## src/sdwo_pkg.sv

```systemverilog
// Purpose: Shared constants for the card host special-operations block
// Assumes: Single 40 MHz system clock; card clock made by a divider
// Notes:   Command indices and timing counts defined here; monitor and bench also use literal indices
package sdwo_pkg;
  // ----------------------------------------------------------------
  // Command indices
  // ----------------------------------------------------------------
  localparam logic [5:0] CMD_SET_BLOCK_COUNT = 6'h17;
  localparam logic [5:0] CMD_WRITE_ONE       = 6'h18;
  localparam logic [5:0] CMD_WRITE_MULTI     = 6'h19;
  localparam logic [5:0] CMD_PROGRAM_ID      = 6'h1A;
  localparam logic [5:0] CMD_PROGRAM_SPEC    = 6'h1B;
  localparam logic [5:0] CMD_SET_PROTECT     = 6'h1C;
  localparam logic [5:0] CMD_CLR_PROTECT     = 6'h1D;
  localparam logic [5:0] CMD_SEND_PROTECT    = 6'h1E;
  localparam logic [5:0] CMD_STOP            = 6'h0C;
  // ----------------------------------------------------------------
  // Response kinds
  // ----------------------------------------------------------------
  localparam logic [1:0] RESP_NONE  = 2'h0;
  localparam logic [1:0] RESP_SHORT = 2'h1;
  localparam logic [1:0] RESP_BUSY  = 2'h2;
  // ----------------------------------------------------------------
  // Bus widths, timing in card clock cycles, and the card clock divide in system clocks
  // ----------------------------------------------------------------
  localparam logic [1:0] WIDTH_1BIT       = 2'h0;
  localparam logic [1:0] WIDTH_4BIT       = 2'h1;
  localparam logic [1:0] WIDTH_8BIT       = 2'h2;
  localparam logic [3:0] RW_ASSERT_CYCLES = 4'h2;
  localparam logic [3:0] RW_STOP_CYCLES   = 4'h2;
  localparam logic [3:0] CLK_STOP_CYCLES  = 4'h2;
  localparam logic [3:0] CCS_DIS_CYCLES   = 4'h8;
  localparam logic [7:0] CARD_CLK_DIV     = 8'h4;
  // ----------------------------------------------------------------
  // Data path machine states, Gray along the read-wait path
  // ----------------------------------------------------------------
  typedef enum logic [2:0] {
    SDWO_IDLE     = 3'b000,
    SDWO_RW_DELAY = 3'b001,
    SDWO_RW_HOLD  = 3'b011,
    SDWO_RW_STOP  = 3'b010,
    SDWO_RW_HIGH  = 3'b110,
    SDWO_RECEIVE  = 3'b111,
    SDWO_CK_STOP  = 3'b101,
    SDWO_BUSY     = 3'b100
  } sdwo_state_e;
endpackage

```

## src/sdwo_cmd_check.sv

```systemverilog
// Purpose: Classifies a host command and forms its argument
// Assumes: Inputs from the same clock domain
// Notes:   Purely combinational lookup, registered by the caller
`timescale 1ns/100ps
`default_nettype none
module sdwo_cmd_check
(
  input  wire logic [5:0]  cmd_index,
  input  wire logic [31:0] cmd_addr,
  input  wire logic [15:0] block_count,
  output logic [31:0]      cmd_arg,
  output logic [1:0]       resp_kind,
  output logic             has_data,
  output logic             known
);
  // ----------------------------------------------------------------
  // Argument and response lookup
  // ----------------------------------------------------------------
  always_comb
  begin
    cmd_arg   = 32'h0000_0000;
    resp_kind = sdwo_pkg::RESP_SHORT;
    has_data  = 1'b0;
    known     = 1'b1;
    case (cmd_index)
      sdwo_pkg::CMD_SET_BLOCK_COUNT: cmd_arg = {16'h0000, block_count};
      sdwo_pkg::CMD_WRITE_ONE:
      begin
        cmd_arg  = cmd_addr;
        has_data = 1'b1;
      end
      sdwo_pkg::CMD_WRITE_MULTI:
      begin
        cmd_arg  = cmd_addr;
        has_data = 1'b1;
      end
      sdwo_pkg::CMD_PROGRAM_ID:   has_data = 1'b1;
      sdwo_pkg::CMD_PROGRAM_SPEC: has_data = 1'b1;
      sdwo_pkg::CMD_SET_PROTECT:
      begin
        cmd_arg   = cmd_addr;
        resp_kind = sdwo_pkg::RESP_BUSY;
      end
      sdwo_pkg::CMD_CLR_PROTECT:
      begin
        cmd_arg   = cmd_addr;
        resp_kind = sdwo_pkg::RESP_BUSY;
      end
      sdwo_pkg::CMD_SEND_PROTECT:
      begin
        cmd_arg  = cmd_addr;
        has_data = 1'b1;
      end
      sdwo_pkg::CMD_STOP: resp_kind = sdwo_pkg::RESP_BUSY;
      default: known = 1'b0;
    endcase
  end
endmodule
`default_nettype wire

```

## src/sdwo_top.sv

```systemverilog
// Purpose: Read wait, card interrupt, completion-disable and command framing
// Assumes: Card line inputs are asynchronous and synchronised here
// Notes:   Card clock is a divided enable, driven out from a flip-flop
`timescale 1ns/100ps
`default_nettype none
// Notes on behaviour
// - Single write carries address, one block of set length, short reply.
// - Multi write carries address, runs until stop or count reached.
// - Identity programming takes stuffing argument; card accepts it only once.
// - Specific-data programming is a data command with stuffing argument.
// - Set-protect carries address; card answers with busy reply.
// - Clear-protect carries address; card answers with busy reply.
// - Send-protect carries address; protect bits return on data lines.
// - I/O special operations only while io_card_ops_enable is set.
// - Line read wait only in 1-bit or 4-bit bus width; clock-stop read wait in any width.
// - Enabled with start set before first block: idle goes to line read wait; with clock-stop selected it stays idle.
// - In read wait, data line 2 driven low after 2 card clocks.
// - On stop, 2 more cycles, then line 2 high one cycle, then busy until the next block starts.
// - No read wait entry while a block is being received.
// - Clock-stop read wait: stop clock 2 cycles after block, restart on control.
// - With I/O ops enabled, card interrupt on data lines is reported.
// - Completion signalling only when ata_command_flag is set.
// - Completion-disable sent 8 bit periods after short reply when enabled.
module sdwo_top
(
  input  wire logic        clk,
  input  wire logic        reset_n,
  input  wire logic        data_path_enable,
  input  wire logic        io_card_ops_enable,
  input  wire logic        read_wait_start,
  input  wire logic        read_wait_stop,
  input  wire logic        read_wait_by_clock,
  input  wire logic [1:0]  bus_width,
  input  wire logic        ata_command_flag,
  input  wire logic        cmd_end_enable,
  input  wire logic        non_interrupt_enable,
  input  wire logic        cmd_start,
  input  wire logic [5:0]  cmd_index,
  input  wire logic [31:0] cmd_addr,
  input  wire logic [15:0] block_count,
  input  wire logic        short_resp_done,
  input  wire logic        block_start,
  input  wire logic        block_done,
  input  wire logic [3:0]  data_line_in,
  output logic             card_clock,
  output logic             data_line_2_out,
  output logic             data_line_2_oe,
  output logic             ccs_disable_req,
  output logic             card_irq,
  output logic             cmd_go,
  output logic [5:0]       cmd_go_index,
  output logic [31:0]      cmd_go_arg,
  output logic [1:0]       cmd_go_resp,
  output logic             cmd_go_data,
  output logic             cmd_refused,
  output logic             busy_wait,
  output logic [2:0]       fsm_state
);
  // ----------------------------------------------------------------
  // Declarations
  // ----------------------------------------------------------------
  sdwo_pkg::sdwo_state_e state;
  logic [7:0]  div_cnt;
  logic        card_tick;
  logic        card_run;
  logic [3:0]  cyc_cnt;
  logic [3:0]  d_meta;
  logic [3:0]  d_sync;
  logic        io_ok;
  logic        rw_width_ok;
  logic        busy_flag;
  logic        ccs_pend;
  logic [3:0]  ccs_cnt;
  logic [31:0] chk_arg;
  logic [1:0]  chk_resp;
  logic        chk_data;
  logic        chk_known;

  // ----------------------------------------------------------------
  // Card clock divider
  // ----------------------------------------------------------------
  // Tick marks each card clock falling edge; gated when clock is stopped
  always_ff @(posedge clk)
  begin
    if (!reset_n)
      div_cnt <= 8'h00;
    else if (div_cnt == sdwo_pkg::CARD_CLK_DIV - 8'h01)
      div_cnt <= 8'h00;
    else
      div_cnt <= div_cnt + 8'h01;
  end

  assign card_tick = (div_cnt == sdwo_pkg::CARD_CLK_DIV - 8'h01) && card_run;

  // Clock high for first half of the period only while running
  always_ff @(posedge clk)
  begin
    if (!reset_n)
      card_clock <= 1'b0;
    else
      card_clock <= card_run && (div_cnt < (sdwo_pkg::CARD_CLK_DIV >> 1));
  end

  // ----------------------------------------------------------------
  // Data line synchroniser
  // ----------------------------------------------------------------
  always_ff @(posedge clk)
  begin
    if (!reset_n)
    begin
      d_meta <= 4'hF;
      d_sync <= 4'hF;
    end
    else
    begin
      d_meta <= data_line_in;
      d_sync <= d_meta;
    end
  end

  assign io_ok       = io_card_ops_enable;
  assign rw_width_ok = (bus_width == sdwo_pkg::WIDTH_1BIT) ||
                       (bus_width == sdwo_pkg::WIDTH_4BIT);

  // ----------------------------------------------------------------
  // Data path machine for read wait
  // ----------------------------------------------------------------
  // Counter counts card clocks; read wait never starts mid-block
  always_ff @(posedge clk)
  begin
    if (!reset_n)
    begin
      state    <= sdwo_pkg::SDWO_IDLE;
      cyc_cnt  <= 4'h0;
      card_run <= 1'b1;
    end
    else if (!data_path_enable)
    begin
      state    <= sdwo_pkg::SDWO_IDLE;
      cyc_cnt  <= 4'h0;
      card_run <= 1'b1;
    end
    else
    begin
      case (state)
        sdwo_pkg::SDWO_IDLE:
        begin
          cyc_cnt <= 4'h0;
          if (io_ok && read_wait_start && rw_width_ok && !read_wait_by_clock)
            state <= sdwo_pkg::SDWO_RW_DELAY;
          else if (block_start)
            state <= sdwo_pkg::SDWO_RECEIVE;
        end
        sdwo_pkg::SDWO_RW_DELAY:
        begin
          if (card_tick)
          begin
            if (cyc_cnt == sdwo_pkg::RW_ASSERT_CYCLES - 4'h1)
            begin
              cyc_cnt <= 4'h0;
              state   <= sdwo_pkg::SDWO_RW_HOLD;
            end
            else
              cyc_cnt <= cyc_cnt + 4'h1;
          end
        end
        sdwo_pkg::SDWO_RW_HOLD:
        begin
          cyc_cnt <= 4'h0;
          if (read_wait_stop)
            state <= sdwo_pkg::SDWO_RW_STOP;
        end
        sdwo_pkg::SDWO_RW_STOP:
        begin
          if (card_tick)
          begin
            if (cyc_cnt == sdwo_pkg::RW_STOP_CYCLES - 4'h1)
            begin
              cyc_cnt <= 4'h0;
              state   <= sdwo_pkg::SDWO_RW_HIGH;
            end
            else
              cyc_cnt <= cyc_cnt + 4'h1;
          end
        end
        sdwo_pkg::SDWO_RW_HIGH:
          if (card_tick)
            state <= sdwo_pkg::SDWO_BUSY;
        sdwo_pkg::SDWO_BUSY:
          if (block_start)
            state <= sdwo_pkg::SDWO_RECEIVE;
        sdwo_pkg::SDWO_RECEIVE:
        begin
          cyc_cnt <= 4'h0;
          // Start request is ignored until the block has ended
          if (block_done)
          begin
            if (io_ok && read_wait_start && read_wait_by_clock)
              state <= sdwo_pkg::SDWO_CK_STOP;
            else if (io_ok && read_wait_start && rw_width_ok)
              state <= sdwo_pkg::SDWO_RW_DELAY;
            else
              state <= sdwo_pkg::SDWO_BUSY;
          end
        end
        sdwo_pkg::SDWO_CK_STOP:
        begin
          // Clock stops two card clocks after the block, resumes on stop bit
          if (card_run && card_tick)
          begin
            if (cyc_cnt == sdwo_pkg::CLK_STOP_CYCLES - 4'h1)
              card_run <= 1'b0;
            else
              cyc_cnt <= cyc_cnt + 4'h1;
          end
          else if (!card_run && read_wait_stop)
          begin
            card_run <= 1'b1;
            cyc_cnt  <= 4'h0;
            state    <= sdwo_pkg::SDWO_BUSY;
          end
        end
        default: state <= sdwo_pkg::SDWO_IDLE;
      endcase
    end
  end

  // Data line 2 drive: low while holding, high for the release cycle
  always_ff @(posedge clk)
  begin
    if (!reset_n)
    begin
      data_line_2_oe  <= 1'b0;
      data_line_2_out <= 1'b1;
      fsm_state       <= 3'h0;
    end
    else
    begin
      data_line_2_oe  <= (state == sdwo_pkg::SDWO_RW_HOLD) ||
                         (state == sdwo_pkg::SDWO_RW_STOP) ||
                         (state == sdwo_pkg::SDWO_RW_HIGH);
      data_line_2_out <= (state == sdwo_pkg::SDWO_RW_HIGH);
      fsm_state       <= state;
    end
  end

  // ----------------------------------------------------------------
  // Card interrupt detect
  // ----------------------------------------------------------------
  // Only watched outside received blocks, where line 1 carries data
  always_ff @(posedge clk)
  begin
    if (!reset_n)
      card_irq <= 1'b0;
    else
      card_irq <= io_ok && !d_sync[1] && (state != sdwo_pkg::SDWO_RECEIVE);
  end

  // ----------------------------------------------------------------
  // Completion-disable timing
  // ----------------------------------------------------------------
  always_ff @(posedge clk)
  begin
    if (!reset_n)
    begin
      ccs_pend        <= 1'b0;
      ccs_cnt         <= 4'h0;
      ccs_disable_req <= 1'b0;
    end
    else
    begin
      ccs_disable_req <= 1'b0;
      if (short_resp_done && ata_command_flag && !cmd_end_enable && non_interrupt_enable)
      begin
        ccs_pend <= 1'b1;
        ccs_cnt  <= 4'h0;
      end
      else if (ccs_pend && card_tick)
      begin
        if (ccs_cnt == sdwo_pkg::CCS_DIS_CYCLES - 4'h1)
        begin
          ccs_pend        <= 1'b0;
          ccs_disable_req <= 1'b1;
        end
        else
          ccs_cnt <= ccs_cnt + 4'h1;
      end
    end
  end

  // ----------------------------------------------------------------
  // Command framing
  // ----------------------------------------------------------------
  sdwo_cmd_check u_check
  (
    .cmd_index   (cmd_index),
    .cmd_addr    (cmd_addr),
    .block_count (block_count),
    .cmd_arg     (chk_arg),
    .resp_kind   (chk_resp),
    .has_data    (chk_data),
    .known       (chk_known)
  );

  // Busy after a busy reply until line 0 released; data commands held off
  // Release waits for busy_wait: the synchroniser still shows pre-reply line 0
  always_ff @(posedge clk)
  begin
    if (!reset_n)
      busy_flag <= 1'b0;
    else if (cmd_go && cmd_go_resp == sdwo_pkg::RESP_BUSY && short_resp_done)
      busy_flag <= 1'b1;
    else if (busy_wait && d_sync[0])
      busy_flag <= 1'b0;
  end

  always_ff @(posedge clk)
  begin
    if (!reset_n)
    begin
      cmd_go       <= 1'b0;
      cmd_go_index <= 6'h00;
      cmd_go_arg   <= 32'h0000_0000;
      cmd_go_resp  <= sdwo_pkg::RESP_NONE;
      cmd_go_data  <= 1'b0;
      cmd_refused  <= 1'b0;
      busy_wait    <= 1'b0;
    end
    else
    begin
      busy_wait   <= busy_flag;
      cmd_refused <= cmd_start && (!chk_known || (chk_data && busy_flag));
      if (cmd_start && chk_known && !(chk_data && busy_flag))
      begin
        cmd_go       <= 1'b1;
        cmd_go_index <= cmd_index;
        cmd_go_arg   <= chk_arg;
        cmd_go_resp  <= chk_resp;
        cmd_go_data  <= chk_data;
      end
      else if (short_resp_done)
        cmd_go <= 1'b0;
    end
  end
endmodule
`default_nettype wire

```

## config.mk

```make
export PLATFORM = sky130hd
export DESIGN_NAME = sdwo_top
export DESIGN_NICKNAME = d
export VERILOG_FILES = /design/src/sdwo_pkg.sv /design/src/sdwo_cmd_check.sv /design/src/sdwo_top.sv
export SDC_FILE = /design/constraint.sdc
export NUM_CORES = 1
export LEC_CHECK = 0
export BUFFER_PORTS_ARGS = -buffer_cell sky130_fd_sc_hd__buf_2
export CAP_MARGIN = 30
export CORE_MARGIN = 10
export CORE_UTILIZATION = 30
export CTS_CLUSTER_SIZE = 14
export DETAILED_ROUTE_END_ITERATION = 6
export PLACE_DENSITY = 0.58
export SYNTH_ARGS = -nofsm -noshare
export SYNTH_HDL_FRONTEND = slang
export SYNTH_SLANG_ARGS = --single-unit
export TNS_END_PERCENT = 1
```

## constraint.sdc

```tcl
create_clock -name clk -period 2.5 [get_ports clk]
set_clock_uncertainty 0.2 [all_clocks]
set_input_delay 0.25 -clock clk [delete_from_list [all_inputs] [get_ports clk]]
set_output_delay 0.25 -clock clk [all_outputs]
set_load 0.005 [all_outputs]
```

; ---- Word level (Yosys, flattened, before mapping)
; Index checks and enable logic that the tools add are counted.
[word_totals]
out_inout_bits = 52
word_cells = 153
register_bits = 78
input_bits = 74
[op_classes]
n_mux = 35
add_sub_neg = 3
bitwise_logic = 3
eq_ne = 35
n_lt_le_gt_ge = 1
reduce_logical = 54
[ops]
columns = op, n
row1 = one-hot mux 32 bit (2 select lines), 1
row2 = equality test 6 x 5 -> 1 bit (second input constant), 8
row3 = two-way mux 3 bit, 13
row4 = one-hot mux 3 bit (8 select lines), 1
row5 = logical AND 1 bit, 21
row6 = two-way mux 4 bit, 5
row7 = != test 2 bit (second input constant), 10
row8 = two-way mux 1 bit, 13
row9 = equality test 3 bit (second input constant), 4
row10 = one-hot mux 4 bit (3 select lines), 1
row11 = nonzero test 2 bit, 5
row12 = OR reduction 5 bit, 2
row13 = != test 3 bit (second input constant), 3
row14 = AND reduction 9 bit, 1
row15 = OR reduction 3 bit, 3
row16 = OR reduction 9 bit, 1
row17 = adder 4 x 1 -> 4 bit (second input constant), 2
row18 = adder 8 x 1 -> 8 bit (second input constant), 1
row19 = equality test 8 x 2 -> 1 bit (second input constant), 1
row20 = < comparator 8 x 2 -> 1 bit (second input constant), 1
row21 = equality test 3 x 2 -> 1 bit (second input constant), 2
row22 = equality test 6 x 4 -> 1 bit (second input constant), 1
row23 = logical NOT 1 bit, 6
row24 = AND reduction 2 bit, 3
row25 = 15 further kinds, 22

; ---- Logic depth before layout (Yosys ltp)
; Gate-level depths: netlist of the first run.
[depth]
word_depth = 7
ltp_mapped = 7
ltp_nobuf = 7

; ---- Hierarchy
; A second synthesis of the first run with hierarchy kept.
[unflattened]
cells_unflattened = 414
area_unflattened_um2 = 3563.4
[by_module_without_submodules]
columns = module, cells_per_inst, instances, seq_area_each_um2, area_each_um2
row1 = sdwo_top, 364, 1, 1561.5, 3188.1
row2 = sdwo_cmd_check, 50, 1, 0.0, 375.4

; ---- Least setup slack after synthesis of the first run
; OpenSTA, ideal clock, no wires.
[synth_timing]
path_type = register to register
start = register div_cnt[0]
end = register cyc_cnt[2]
n_path_buf = 0
setup_ns = 0.101
stages_incl_launch_ff = 7
path_slack_ns = 0.373
t_arrival_ns = 1.826
synth_period_minus_slack_ns = 2.127
t_required_ns = 2.199
cell_sequence = dfxtp_1 -> ha_1 -> nor4bb_1 -> nand2_1 -> o31ai_1 -> nand2_1 -> o41ai_1
[synth_between]
elab_chain_cells = 5
elab_cells_between_ends = 9
cone_classes = eq/ne: 4 / mux: 2 / reduce/logical: 3
[synth_lines]
columns = element, line_no
row1 = from (decl), sdwo_top.sv:63  ; logic [7:0] div_cnt;
row2 = from (signal assigned), sdwo_top.sv:90  ; div_cnt <= div_cnt + 8'h01;
row3 = equality test 8 x 2 -> 1 bit *, sdwo_top.sv:93  ; assign card_tick = (div_cnt == sdwo_pkg::CARD_CLK_DIV - 8'h01) && card_run;
row4 = logical AND 1 bit *, sdwo_top.sv:93
row5 = logical AND 1 bit, sdwo_top.sv:209  ; if (card_run && card_tick)
row6 = != test 3 bit (no line) / two-way mux 4 bit (equally long branches), n/a
row7 = AND reduction 4 bit (no line) / one-hot mux 4 bit (3 select lines) (equally long branches), n/a
row8 = to (signal assigned), sdwo_top.sv:164  ; cyc_cnt <= cyc_cnt + 4'h1;
row9 = to (signal assigned), sdwo_top.sv:183  ; cyc_cnt <= cyc_cnt + 4'h1;
row10 = to (signal assigned), sdwo_top.sv:214  ; cyc_cnt <= cyc_cnt + 4'h1;
row11 = to (decl), sdwo_top.sv:66  ; logic [3:0] cyc_cnt;
; Mark *: on every way between the ends. The rest lies on a longest branch, timed or not.
; A chain may end at the register's enable or synchronous reset.

; ---- Worst setup path in the final report of the first run
; Same ends and word-level chain as after synthesis.

==> results of run 1 <==
## synthesized netlist by cell type, types with 2 or more instances
master,n
sky130_fd_sc_hd__nor2b_1,3
sky130_fd_sc_hd__o31ai_1,2
sky130_fd_sc_hd__a311oi_1,17
sky130_fd_sc_hd__inv_1,8
sky130_fd_sc_hd__ha_1,4
sky130_fd_sc_hd__dfxtp_1,78
sky130_fd_sc_hd__buf_2,2
sky130_fd_sc_hd__nor2_1,16
sky130_fd_sc_hd__nor3_1,5
sky130_fd_sc_hd__nand2_1,64
sky130_fd_sc_hd__nand3b_1,4
sky130_fd_sc_hd__and2_1,4
sky130_fd_sc_hd__nand2b_1,8
sky130_fd_sc_hd__clkbuf_1,17
sky130_fd_sc_hd__mux2i_1,26
sky130_fd_sc_hd__a22oi_1,16
sky130_fd_sc_hd__a211oi_1,2
sky130_fd_sc_hd__nand4b_1,2
sky130_fd_sc_hd__a31oi_1,3
sky130_fd_sc_hd__buf_6,4
sky130_fd_sc_hd__a21o_1,2
sky130_fd_sc_hd__o21ai_0,6
sky130_fd_sc_hd__nor4_1,3
sky130_fd_sc_hd__xor2_1,7
sky130_fd_sc_hd__o41ai_1,2
sky130_fd_sc_hd__or3_1,3
sky130_fd_sc_hd__nand3_1,14
sky130_fd_sc_hd__and3_1,8
sky130_fd_sc_hd__a21oi_1,29
## stage by stage
step / hold WS, ns / power [mW] / area, um^2 / cells
floorplan: 0.151 / 1.59 / 3450 / 381
global placement: 0.187 / 1.74 / 4190 / 631
detailed placement: 0.188 / 1.75 / 4190 / 631
CTS: 0.00170 / 2.91 / 4660 / 668
global route: 0.0191 / 3.06 / 4840 / 677
finish: 0.0115 / 2.91 / 4840 / 677
## sequential cells by signal (all words and copies together) (netlist names), 2 cells and up
signal        flops
cyc_cnt           4
d_sync            2
div_cnt           8
state             3
cmd_go_arg       32
d_meta            2
ccs_cnt           4
cmd_go_index      6
fsm_state         3
cmd_go_resp       2
## routing by layer
metal | routed length [um] | vias up | part of all wire [%] | global-route usage (%)
met4 | 261 | 0 | 2.6 | 6.43
met5 | 0 | - | 0 | 0
met1 | 4320 | 1586 | 43 | 13.2
met2 | 4970 | 87 | 49 | 19.0
met3 | 570 | 14 | 5.6 | 3.31
li1 | - | 1681 | - | -
## layout make-up
type                    count  area share (%)
clock inverters             2           0.207
inverters                   8           0.621
well taps                 143            3.70
clock buffers              13            4.97
flip-flops and latches     78            32.3
repair buffers            162            22.0
multi-input cells         271            36.2
## worst max-delay path: cells and delay by family, from the launching register on
| kind | cells | cell delay [ns] |
|---|---|---|
| compound gates | 2 | 0.53 |
| fa+ha+maj | 1 | 0.19 |
| buf+inv | 1 | 0.20 |
| flops | 1 | 0.38 |
| simple gates | 3 | 0.63 |
## power breakdown
group          internal [mW]  leakage (nW)  switching, mW  total, mW
logic                  0.223          1.46          0.223      0.446
registers               1.29         0.634         0.0446       1.33
clock network          0.664         0.123          0.468       1.13
total                   2.18          2.22          0.736       2.91
## layout by cell type, fill, tap and decap left out, drive strengths merged, types with 6 or more instances in the layout
master / Yosys / routed
a21oi: 29 / 29
a22oi: 16 / 16
a311oi: 19 / 19
and3: 8 / 8
buf: 7 / 137
clkbuf: 17 / 16
dfxtp: 78 / 78
dlygate4sd3: 0 / 19
inv: 8 / 8
mux2i: 26 / 26
nand2: 65 / 65
nand2b: 8 / 8
nand3: 14 / 14
nor2: 16 / 16
o21ai: 6 / 6
xor2: 7 / 7
## final timing paths
check,end,start,cells after the start
setup reg to reg,cyc_cnt[2]$_SDFFE_PN0P_,div_cnt[0]$_SDFF_PP0_,7
hold / removal,cmd_go_index[3]$_SDFFE_PN0P_,cmd_index[3],3
setup / recovery,cyc_cnt[2]$_SDFFE_PN0P_,div_cnt[0]$_SDFF_PP0_,7
hold reg to reg,card_irq$_SDFF_PN0_,d_sync[1]$_SDFF_PN1_,1
## repair_timing
action | CTS | global route
buffers inserted | 0 | 5
gates resized for setup | 0 | 13
hold endpoints to repair | 22 | 0
setup endpoints to repair | 0 | 4
hold buffers | 22 | 0
## cells by family after synthesis
kind of cell,after synthesis,synth area share (%)
compound gates,90,18.7
xor+xnor,8,2.03
fa+ha+maj,4,1.45
buf+inv,32,4.43
flops,78,45.3
mux,26,7.55
simple gates,143,20.5
==> run_summary.xml, run 1 <==
<?xml version="1.0" encoding="UTF-8"?>
<metrics>
  <group name="status">
    <metric name="outcome" unit="">finished clean</metric>
  </group>
  <group name="timing">
    <metric name="max_slew_margin" unit="%">47.4</metric>
    <metric name="final_hold_viol_count" unit="">0</metric>
    <metric name="finalMaxSlewViolations" unit="">0</metric>
    <metric name="final.min_clock_period" unit="ns">2.24</metric>
    <metric name="finalSetupViolations" unit="">0</metric>
    <metric name="setup_slack" unit="ns">0.260</metric>
    <metric name="worst_slew_pin_slew" unit="ns">0.789</metric>
    <metric name="final.setup.tns" unit="ns">0</metric>
    <metric name="layout_worst_path_cycle_share" unit="%">89.6</metric>
    <metric name="max_freq" unit="MHz">446</metric>
    <metric name="grt_setup_unrepaired" unit="">no</metric>
  </group>
  <group name="die">
    <metric name="floorplan.rows" unit="">39</metric>
    <metric name="die_area" unit="um^2">16200</metric>
    <metric name="initial_standard_cell_utilization_of_the_core" unit="%">30.4</metric>
    <metric name="fp.dieW" unit="um">127</metric>
    <metric name="core_region_area" unit="um^2">11300</metric>
    <metric name="die_span_in_y" unit="um">127</metric>
    <metric name="pin_count" unit="">126</metric>
  </group>
  <group name="synth">
    <metric name="yosys_register_bits" unit="">78</metric>
    <metric name="sequential_area_share_after_synthesis" unit="%">45.3</metric>
    <metric name="postSynthCellCount" unit="">381</metric>
    <metric name="synthFlopType" unit="">sky130_fd_sc_hd__dfxtp_1</metric>
    <metric name="post_synth.cell_area_avg" unit="um^2">9.05</metric>
    <metric name="synth_edf_count" unit="">0</metric>
    <metric name="post-synth-top-area-fraction" unit="%">45.3</metric>
    <metric name="synth.yosys.warnings" unit="">0</metric>
    <metric name="synth_top_cells_by_area" unit="">sky130_fd_sc_hd__dfxtp_1 (45%), sky130_fd_sc_hd__mux2i_1 (7.5%), sky130_fd_sc_hd__nand2_1 (7.0%)</metric>
    <metric name="cell_accounting_for_the_most_synthesized_area" unit="">sky130_fd_sc_hd__dfxtp_1</metric>
    <metric name="asyncSetResetFlopFracSynth" unit="%">0</metric>
    <metric name="mapped_area" unit="um^2">3450</metric>
    <metric name="post_synth_num_cell_types" unit="">51</metric>
    <metric name="syn-num-nets" unit="">459</metric>
  </group>
  <group name="setup_path">
    <metric name="maximum_single_stage_delay_on_the_critical_path" unit="ns">0.38</metric>
    <metric name="most_frequent_cell_on_critical_path" unit="">sky130_fd_sc_hd__nand2_1</metric>
    <metric name="highest_net_fanout_along_the_worst_path" unit="">5</metric>
    <metric name="slowest_stage" unit="">sky130_fd_sc_hd__dfxtp_1</metric>
    <metric name="data_required_time_at_the_worst_endpoint" unit="ns">2.52</metric>
    <metric name="setup.worst_path.class" unit="">flop to flop</metric>
    <metric name="worst_setup_path_end_kind" unit="">flop</metric>
    <metric name="crit_chain" unit="">ha_1, nor4bb_2, nand2_1, buf_4, o211ai_1, nand2_1, o41ai_1</metric>
    <metric name="setup.reg_to_reg.worst_slack" unit="ns">0.26</metric>
    <metric name="start_kind" unit="">flop</metric>
    <metric name="arrival" unit="ns">2.26</metric>
  </group>
  <group name="pwr">
    <metric name="power_density" unit="nW/um^2">602</metric>
    <metric name="total_leakage_power" unit="nW">2.22</metric>
    <metric name="ir_worst_vdd" unit="V">0.000308</metric>
  </group>
  <group name="layout">
    <metric name="finalNetCount" unit="">608</metric>
    <metric name="final_layout_size_suffix_gt1_share" unit="%">29.6</metric>
    <metric name="num_antenna_cells" unit="">0</metric>
    <metric name="sequential_cell_area" unit="um^2">1560</metric>
    <metric name="syn_to_layout_area_delta" unit="%">40.3</metric>
    <metric name="fin_util" unit="%">42.7</metric>
    <metric name="fill_cell_total_of_the_finished_layout" unit="">1120</metric>
    <metric name="multi_input_comb_area" unit="um^2">1750</metric>
  </group>
  <group name="cts">
    <metric name="cts_max_level" unit="">3</metric>
    <metric name="tritoncts.num_buffers" unit="">9</metric>
    <metric name="cts-root-buf" unit="">sky130_fd_sc_hd__clkbuf_16</metric>
    <metric name="clk-insertion-delay-late" unit="ns">0.33</metric>
    <metric name="clkTransAtPathRegs" unit="ns">0.05</metric>
    <metric name="cts_num_sinks" unit="">78</metric>
    <metric name="max-clock-path-buffers" unit="">2</metric>
    <metric name="cts_tree" unit="">yes</metric>
  </group>
  <group name="detailed_routing">
    <metric name="routed_wirelength" unit="um">10100</metric>
    <metric name="route.antenna.remaining_nets" unit="">0</metric>
    <metric name="drc" unit="">0</metric>
    <metric name="drt-vias-per-instance" unit="">4.97</metric>
    <metric name="detailedRoute.firstPassIterationCount" unit="">5</metric>
    <metric name="vias" unit="">3368</metric>
    <metric name="drt_iter0_markers" unit="">180</metric>
    <metric name="drt-wirelength-per-cell" unit="um">14.9</metric>
  </group>
  <group name="global_routing">
    <metric name="global_route_usage_sum" unit="%">11.5</metric>
    <metric name="grt.overflow.total" unit="">0</metric>
    <metric name="grt_pass1_wl" unit="um">15600</metric>
    <metric name="first_global_vias" unit="">3254</metric>
    <metric name="grt_start_max_net_pins" unit="">36</metric>
    <metric name="grt_antenna_before_repair" unit="">0</metric>
  </group>
  <group name="hold_path">
    <metric name="timing.hold.worst.class" unit="">input port to flop</metric>
  </group>
  <group name="placement">
    <metric name="portBuffers" unit="">122</metric>
    <metric name="post-place-ws" unit="ns">0.199</metric>
    <metric name="finalWeightedCongestion" unit="">0.780</metric>
    <metric name="dpl.hpwl" unit="um">7190</metric>
  </group>
  <group name="run">
    <metric name="max-cap-violations" unit="">0</metric>
  </group>
</metrics>
(Power assumes the default switching activity.)
==> run 2: changes to the inputs <==
--- a/config.mk
+++ b/config.mk
@@ -7,11 +7,13 @@
 export LEC_CHECK = 0
 export BUFFER_PORTS_ARGS = -buffer_cell sky130_fd_sc_hd__buf_2
 export CAP_MARGIN = 30
+export CELL_PAD_IN_SITES_DETAIL_PLACEMENT = 1
+export CELL_PAD_IN_SITES_GLOBAL_PLACEMENT = 2
 export CORE_MARGIN = 10
-export CORE_UTILIZATION = 30
+export CORE_UTILIZATION = 28
 export CTS_CLUSTER_SIZE = 14
 export DETAILED_ROUTE_END_ITERATION = 6
-export PLACE_DENSITY = 0.58
+export PLACE_DENSITY = 0.84
 export SYNTH_ARGS = -nofsm -noshare
 export SYNTH_HDL_FRONTEND = slang
 export SYNTH_SLANG_ARGS = --single-unit
==> run 2 against run 1 <==
Against the previous run:
- cell count rose by 0.15%
- sequential share of layout area rose by 0.24 points
- clock power grew 19%
- sequential cell count is the same
- wire length rose by 12%
- setup slack worse by 0.17 ns
- register-to-register slack hardly changed
- first-iteration DRC count is 23% lower
- critical path type is now input port to flop
- critical endpoint is now cmd_go_arg[12]$_SDFFE_PN0P_
- largest cell class unchanged
==> run_summary.xml, run 2 (same netlist as run 1, synthesis figures left out) <==
<?xml version="1.0" encoding="UTF-8"?>
<metrics>
  <group name="layout">
    <metric name="largest_register" unit="">cmd_go_arg</metric>
    <metric name="layout.cells.most_common" unit="">sky130_fd_sc_hd__buf_2</metric>
    <metric name="finalNetCount" unit="">604</metric>
    <metric name="syn_to_layout_area_delta" unit="%">39.2</metric>
    <metric name="mostFrequentLayoutCells" unit="">sky130_fd_sc_hd__buf_2 (121), sky130_fd_sc_hd__dfxtp_1 (78), sky130_fd_sc_hd__nand2_1 (64)</metric>
    <metric name="largest_register_ff_count" unit="">32</metric>
    <metric name="layout_top_registers" unit="">cmd_go_arg x32, div_cnt x8, cmd_go_index x6</metric>
    <metric name="final_layout_size_suffix_gt1_share" unit="%">28.9</metric>
  </group>
  <group name="timing">
    <metric name="max_slew_margin" unit="%">46.9</metric>
    <metric name="final.setup.tns" unit="ns">0</metric>
    <metric name="finalSetupViolations" unit="">0</metric>
    <metric name="worst_slew_pin_slew" unit="ns">0.795</metric>
    <metric name="final.min_clock_period" unit="ns">2.41</metric>
    <metric name="final_hold_viol_count" unit="">0</metric>
    <metric name="max_freq" unit="MHz">414</metric>
    <metric name="grt_setup_unrepaired" unit="">no</metric>
    <metric name="finalMaxSlewViolations" unit="">0</metric>
    <metric name="layout_worst_path_cycle_share" unit="%">96.6</metric>
    <metric name="setup_slack" unit="ns">0.0855</metric>
  </group>
  <group name="cts">
    <metric name="clkTransAtPathRegs" unit="ns">0.06</metric>
    <metric name="cts-root-buf" unit="">sky130_fd_sc_hd__clkbuf_16</metric>
    <metric name="max-clock-path-buffers" unit="">2</metric>
    <metric name="cts_num_sinks" unit="">78</metric>
    <metric name="cts_tree" unit="">yes</metric>
    <metric name="tritoncts.num_buffers" unit="">9</metric>
    <metric name="clk-insertion-delay-late" unit="ns">0.33</metric>
    <metric name="cts_max_level" unit="">3</metric>
  </group>
  <group name="global_routing">
    <metric name="met2_usage" unit="%">23.2</metric>
    <metric name="grtUsageMet1" unit="%">14.0</metric>
    <metric name="grt.overflow.total" unit="">0</metric>
    <metric name="busiest_layer" unit="">met2</metric>
    <metric name="grt_util_met3" unit="%">5.00</metric>
    <metric name="grt_pass1_wl" unit="um">17800</metric>
    <metric name="grt_antenna_before_repair" unit="">1</metric>
    <metric name="global_route_usage_sum" unit="%">13.1</metric>
    <metric name="grt_start_max_net_pins" unit="">36</metric>
    <metric name="first_global_vias" unit="">3553</metric>
  </group>
  <group name="setup_path">
    <metric name="setup.worst_path.class" unit="">input port to flop</metric>
    <metric name="data_required_time_at_the_worst_endpoint" unit="ns">2.52</metric>
    <metric name="highest_net_fanout_along_the_worst_path" unit="">18</metric>
    <metric name="crit_chain" unit="">dlygate4sd3_1, buf_2, or4b_4, a311oi_4, buf_6, buf_12, a21oi_1, a311oi_1</metric>
    <metric name="worst_path_dominant_cell_family" unit="">buffers and inverters</metric>
    <metric name="start_kind" unit="">input port</metric>
    <metric name="worst_setup_path_end_kind" unit="">flop</metric>
    <metric name="arrival" unit="ns">2.44</metric>
    <metric name="cp.buffers_inverters" unit="">4</metric>
    <metric name="slowest_stage" unit="">sky130_fd_sc_hd__or4b_4</metric>
    <metric name="maximum_single_stage_delay_on_the_critical_path" unit="ns">0.56</metric>
  </group>
  <group name="detailed_routing">
    <metric name="routed_wirelength" unit="um">11400</metric>
    <metric name="drt-wirelength-per-cell" unit="um">16.8</metric>
    <metric name="drc" unit="">0</metric>
    <metric name="drt-vias-per-instance" unit="">4.96</metric>
    <metric name="vias" unit="">3364</metric>
    <metric name="detailedRoute.firstPassIterationCount" unit="">4</metric>
    <metric name="drt_iter0_markers" unit="">139</metric>
    <metric name="route.antenna.remaining_nets" unit="">0</metric>
  </group>
  <group name="pwr">
    <metric name="ir_worst_vdd" unit="V">0.000325</metric>
    <metric name="power_density" unit="nW/um^2">652</metric>
    <metric name="total_leakage_power" unit="nW">2.17</metric>
  </group>
  <group name="status">
    <metric name="outcome" unit="">finished clean</metric>
  </group>
  <group name="placement">
    <metric name="post-place-ws" unit="ns">0.179</metric>
    <metric name="portBuffers" unit="">122</metric>
    <metric name="finalWeightedCongestion" unit="">0.738</metric>
    <metric name="dpl.hpwl" unit="um">8280</metric>
  </group>
  <group name="hold_path">
    <metric name="timing.hold.worst.class" unit="">input port to flop</metric>
  </group>
  <group name="die">
    <metric name="fp.dieW" unit="um">131</metric>
    <metric name="die_span_in_y" unit="um">131</metric>
    <metric name="initial_standard_cell_utilization_of_the_core" unit="%">28.7</metric>
    <metric name="die_area" unit="um^2">17100</metric>
    <metric name="pin_count" unit="">126</metric>
    <metric name="core_region_area" unit="um^2">12000</metric>
    <metric name="floorplan.rows" unit="">40</metric>
  </group>
  <group name="run">
    <metric name="max-cap-violations" unit="">0</metric>
  </group>
</metrics>
-- run 2: cell types whose count changed in the layout (fill, tap and decap cells not counted), sizes merged --
cell and delta:
bufinv +2, clkinv -1, diode +1, dlymetal6s4s -3, buf -3, clkbuf -4
dlygate4sd3 +4, clkinvlp +1
-- run 2: stage by stage --
step	cells	hold WS, ns	total power [mW]	utilization, %	area, um^2
6_report	678	0.0203	3.13	40.0	4800
5_1_grt	678	0.0118	3.29	40.0	4800
4_1_cts	675	0.00102	3.17	39.5	4750
3_5_place_dp	637	0.186	1.76	35.1	4210
3_3_place_gp	637	0.184	1.75	35.1	4210
2_1_floorplan	381	0.151	1.59	-	3450
-- run 2: final cells by class --
type / count / area, um^2
Timing Repair Buffer: 158 / 975
Inverter: 8 / 30.0
Clock buffer: 11 / 233
Sequential cell: 78 / 1560
Fill cell: 1430 / 7210
Antenna cell: 1 / 2.50
Tap cell: 147 / 184
Multi-Input combinational cell: 271 / 1740
Clock inverter: 4 / 72.6
-- run 2: final timing paths --
check | cells past startpoint | from | slack [ns] | end
hold / removal | 3 | cmd_index[0] | 0.02 | cmd_go_index[0]$_SDFFE_PN0P_
hold reg to reg | 1 | d_sync[1]$_SDFF_PN1_ | 0.19 | card_irq$_SDFF_PN0_
setup reg to reg | 7 | div_cnt[1]$_SDFF_PP0_ | 0.25 | state[0]$_SDFFE_PN0P_
setup / recovery | 8 | cmd_index[3] | 0.09 | cmd_go_arg[12]$_SDFFE_PN0P_
-- run 2: timing repair --
item,in CTS,in global routing
setup buffers,0,1
hold endpoints to repair,23,0
hold buffers,23,0
setup endpoints to repair,0,29
resized for setup,0,3
-- run 2: metal layers --
| metal | up-vias | part of all wire (%) |
|---|---|---|
| li1 | 1667 | - |
| met1 | 1609 | 39 |
| met2 | 74 | 53 |
| met3 | 14 | 6.1 |
| met4 | 0 | 1.7 |
| met5 | - | 0 |
-- run 2: report_power, final --
part	total [mW]	switching, mW	internal (mW)
Combinational	0.435	0.227	0.208
Clock	1.35	0.488	0.867
Sequential	1.34	0.0501	1.29
-- run 2: worst register-to-register path, cell delays in order (launching register included) --
cell	delay, ns
sky130_fd_sc_hd__dfxtp_1	0.40
sky130_fd_sc_hd__ha_1	0.20
sky130_fd_sc_hd__nor4bb_1	0.34
sky130_fd_sc_hd__nand2_1	0.18
sky130_fd_sc_hd__buf_4	0.21
sky130_fd_sc_hd__a211oi_1	0.35
sky130_fd_sc_hd__a31oi_1	0.13
sky130_fd_sc_hd__nor3_1	0.18
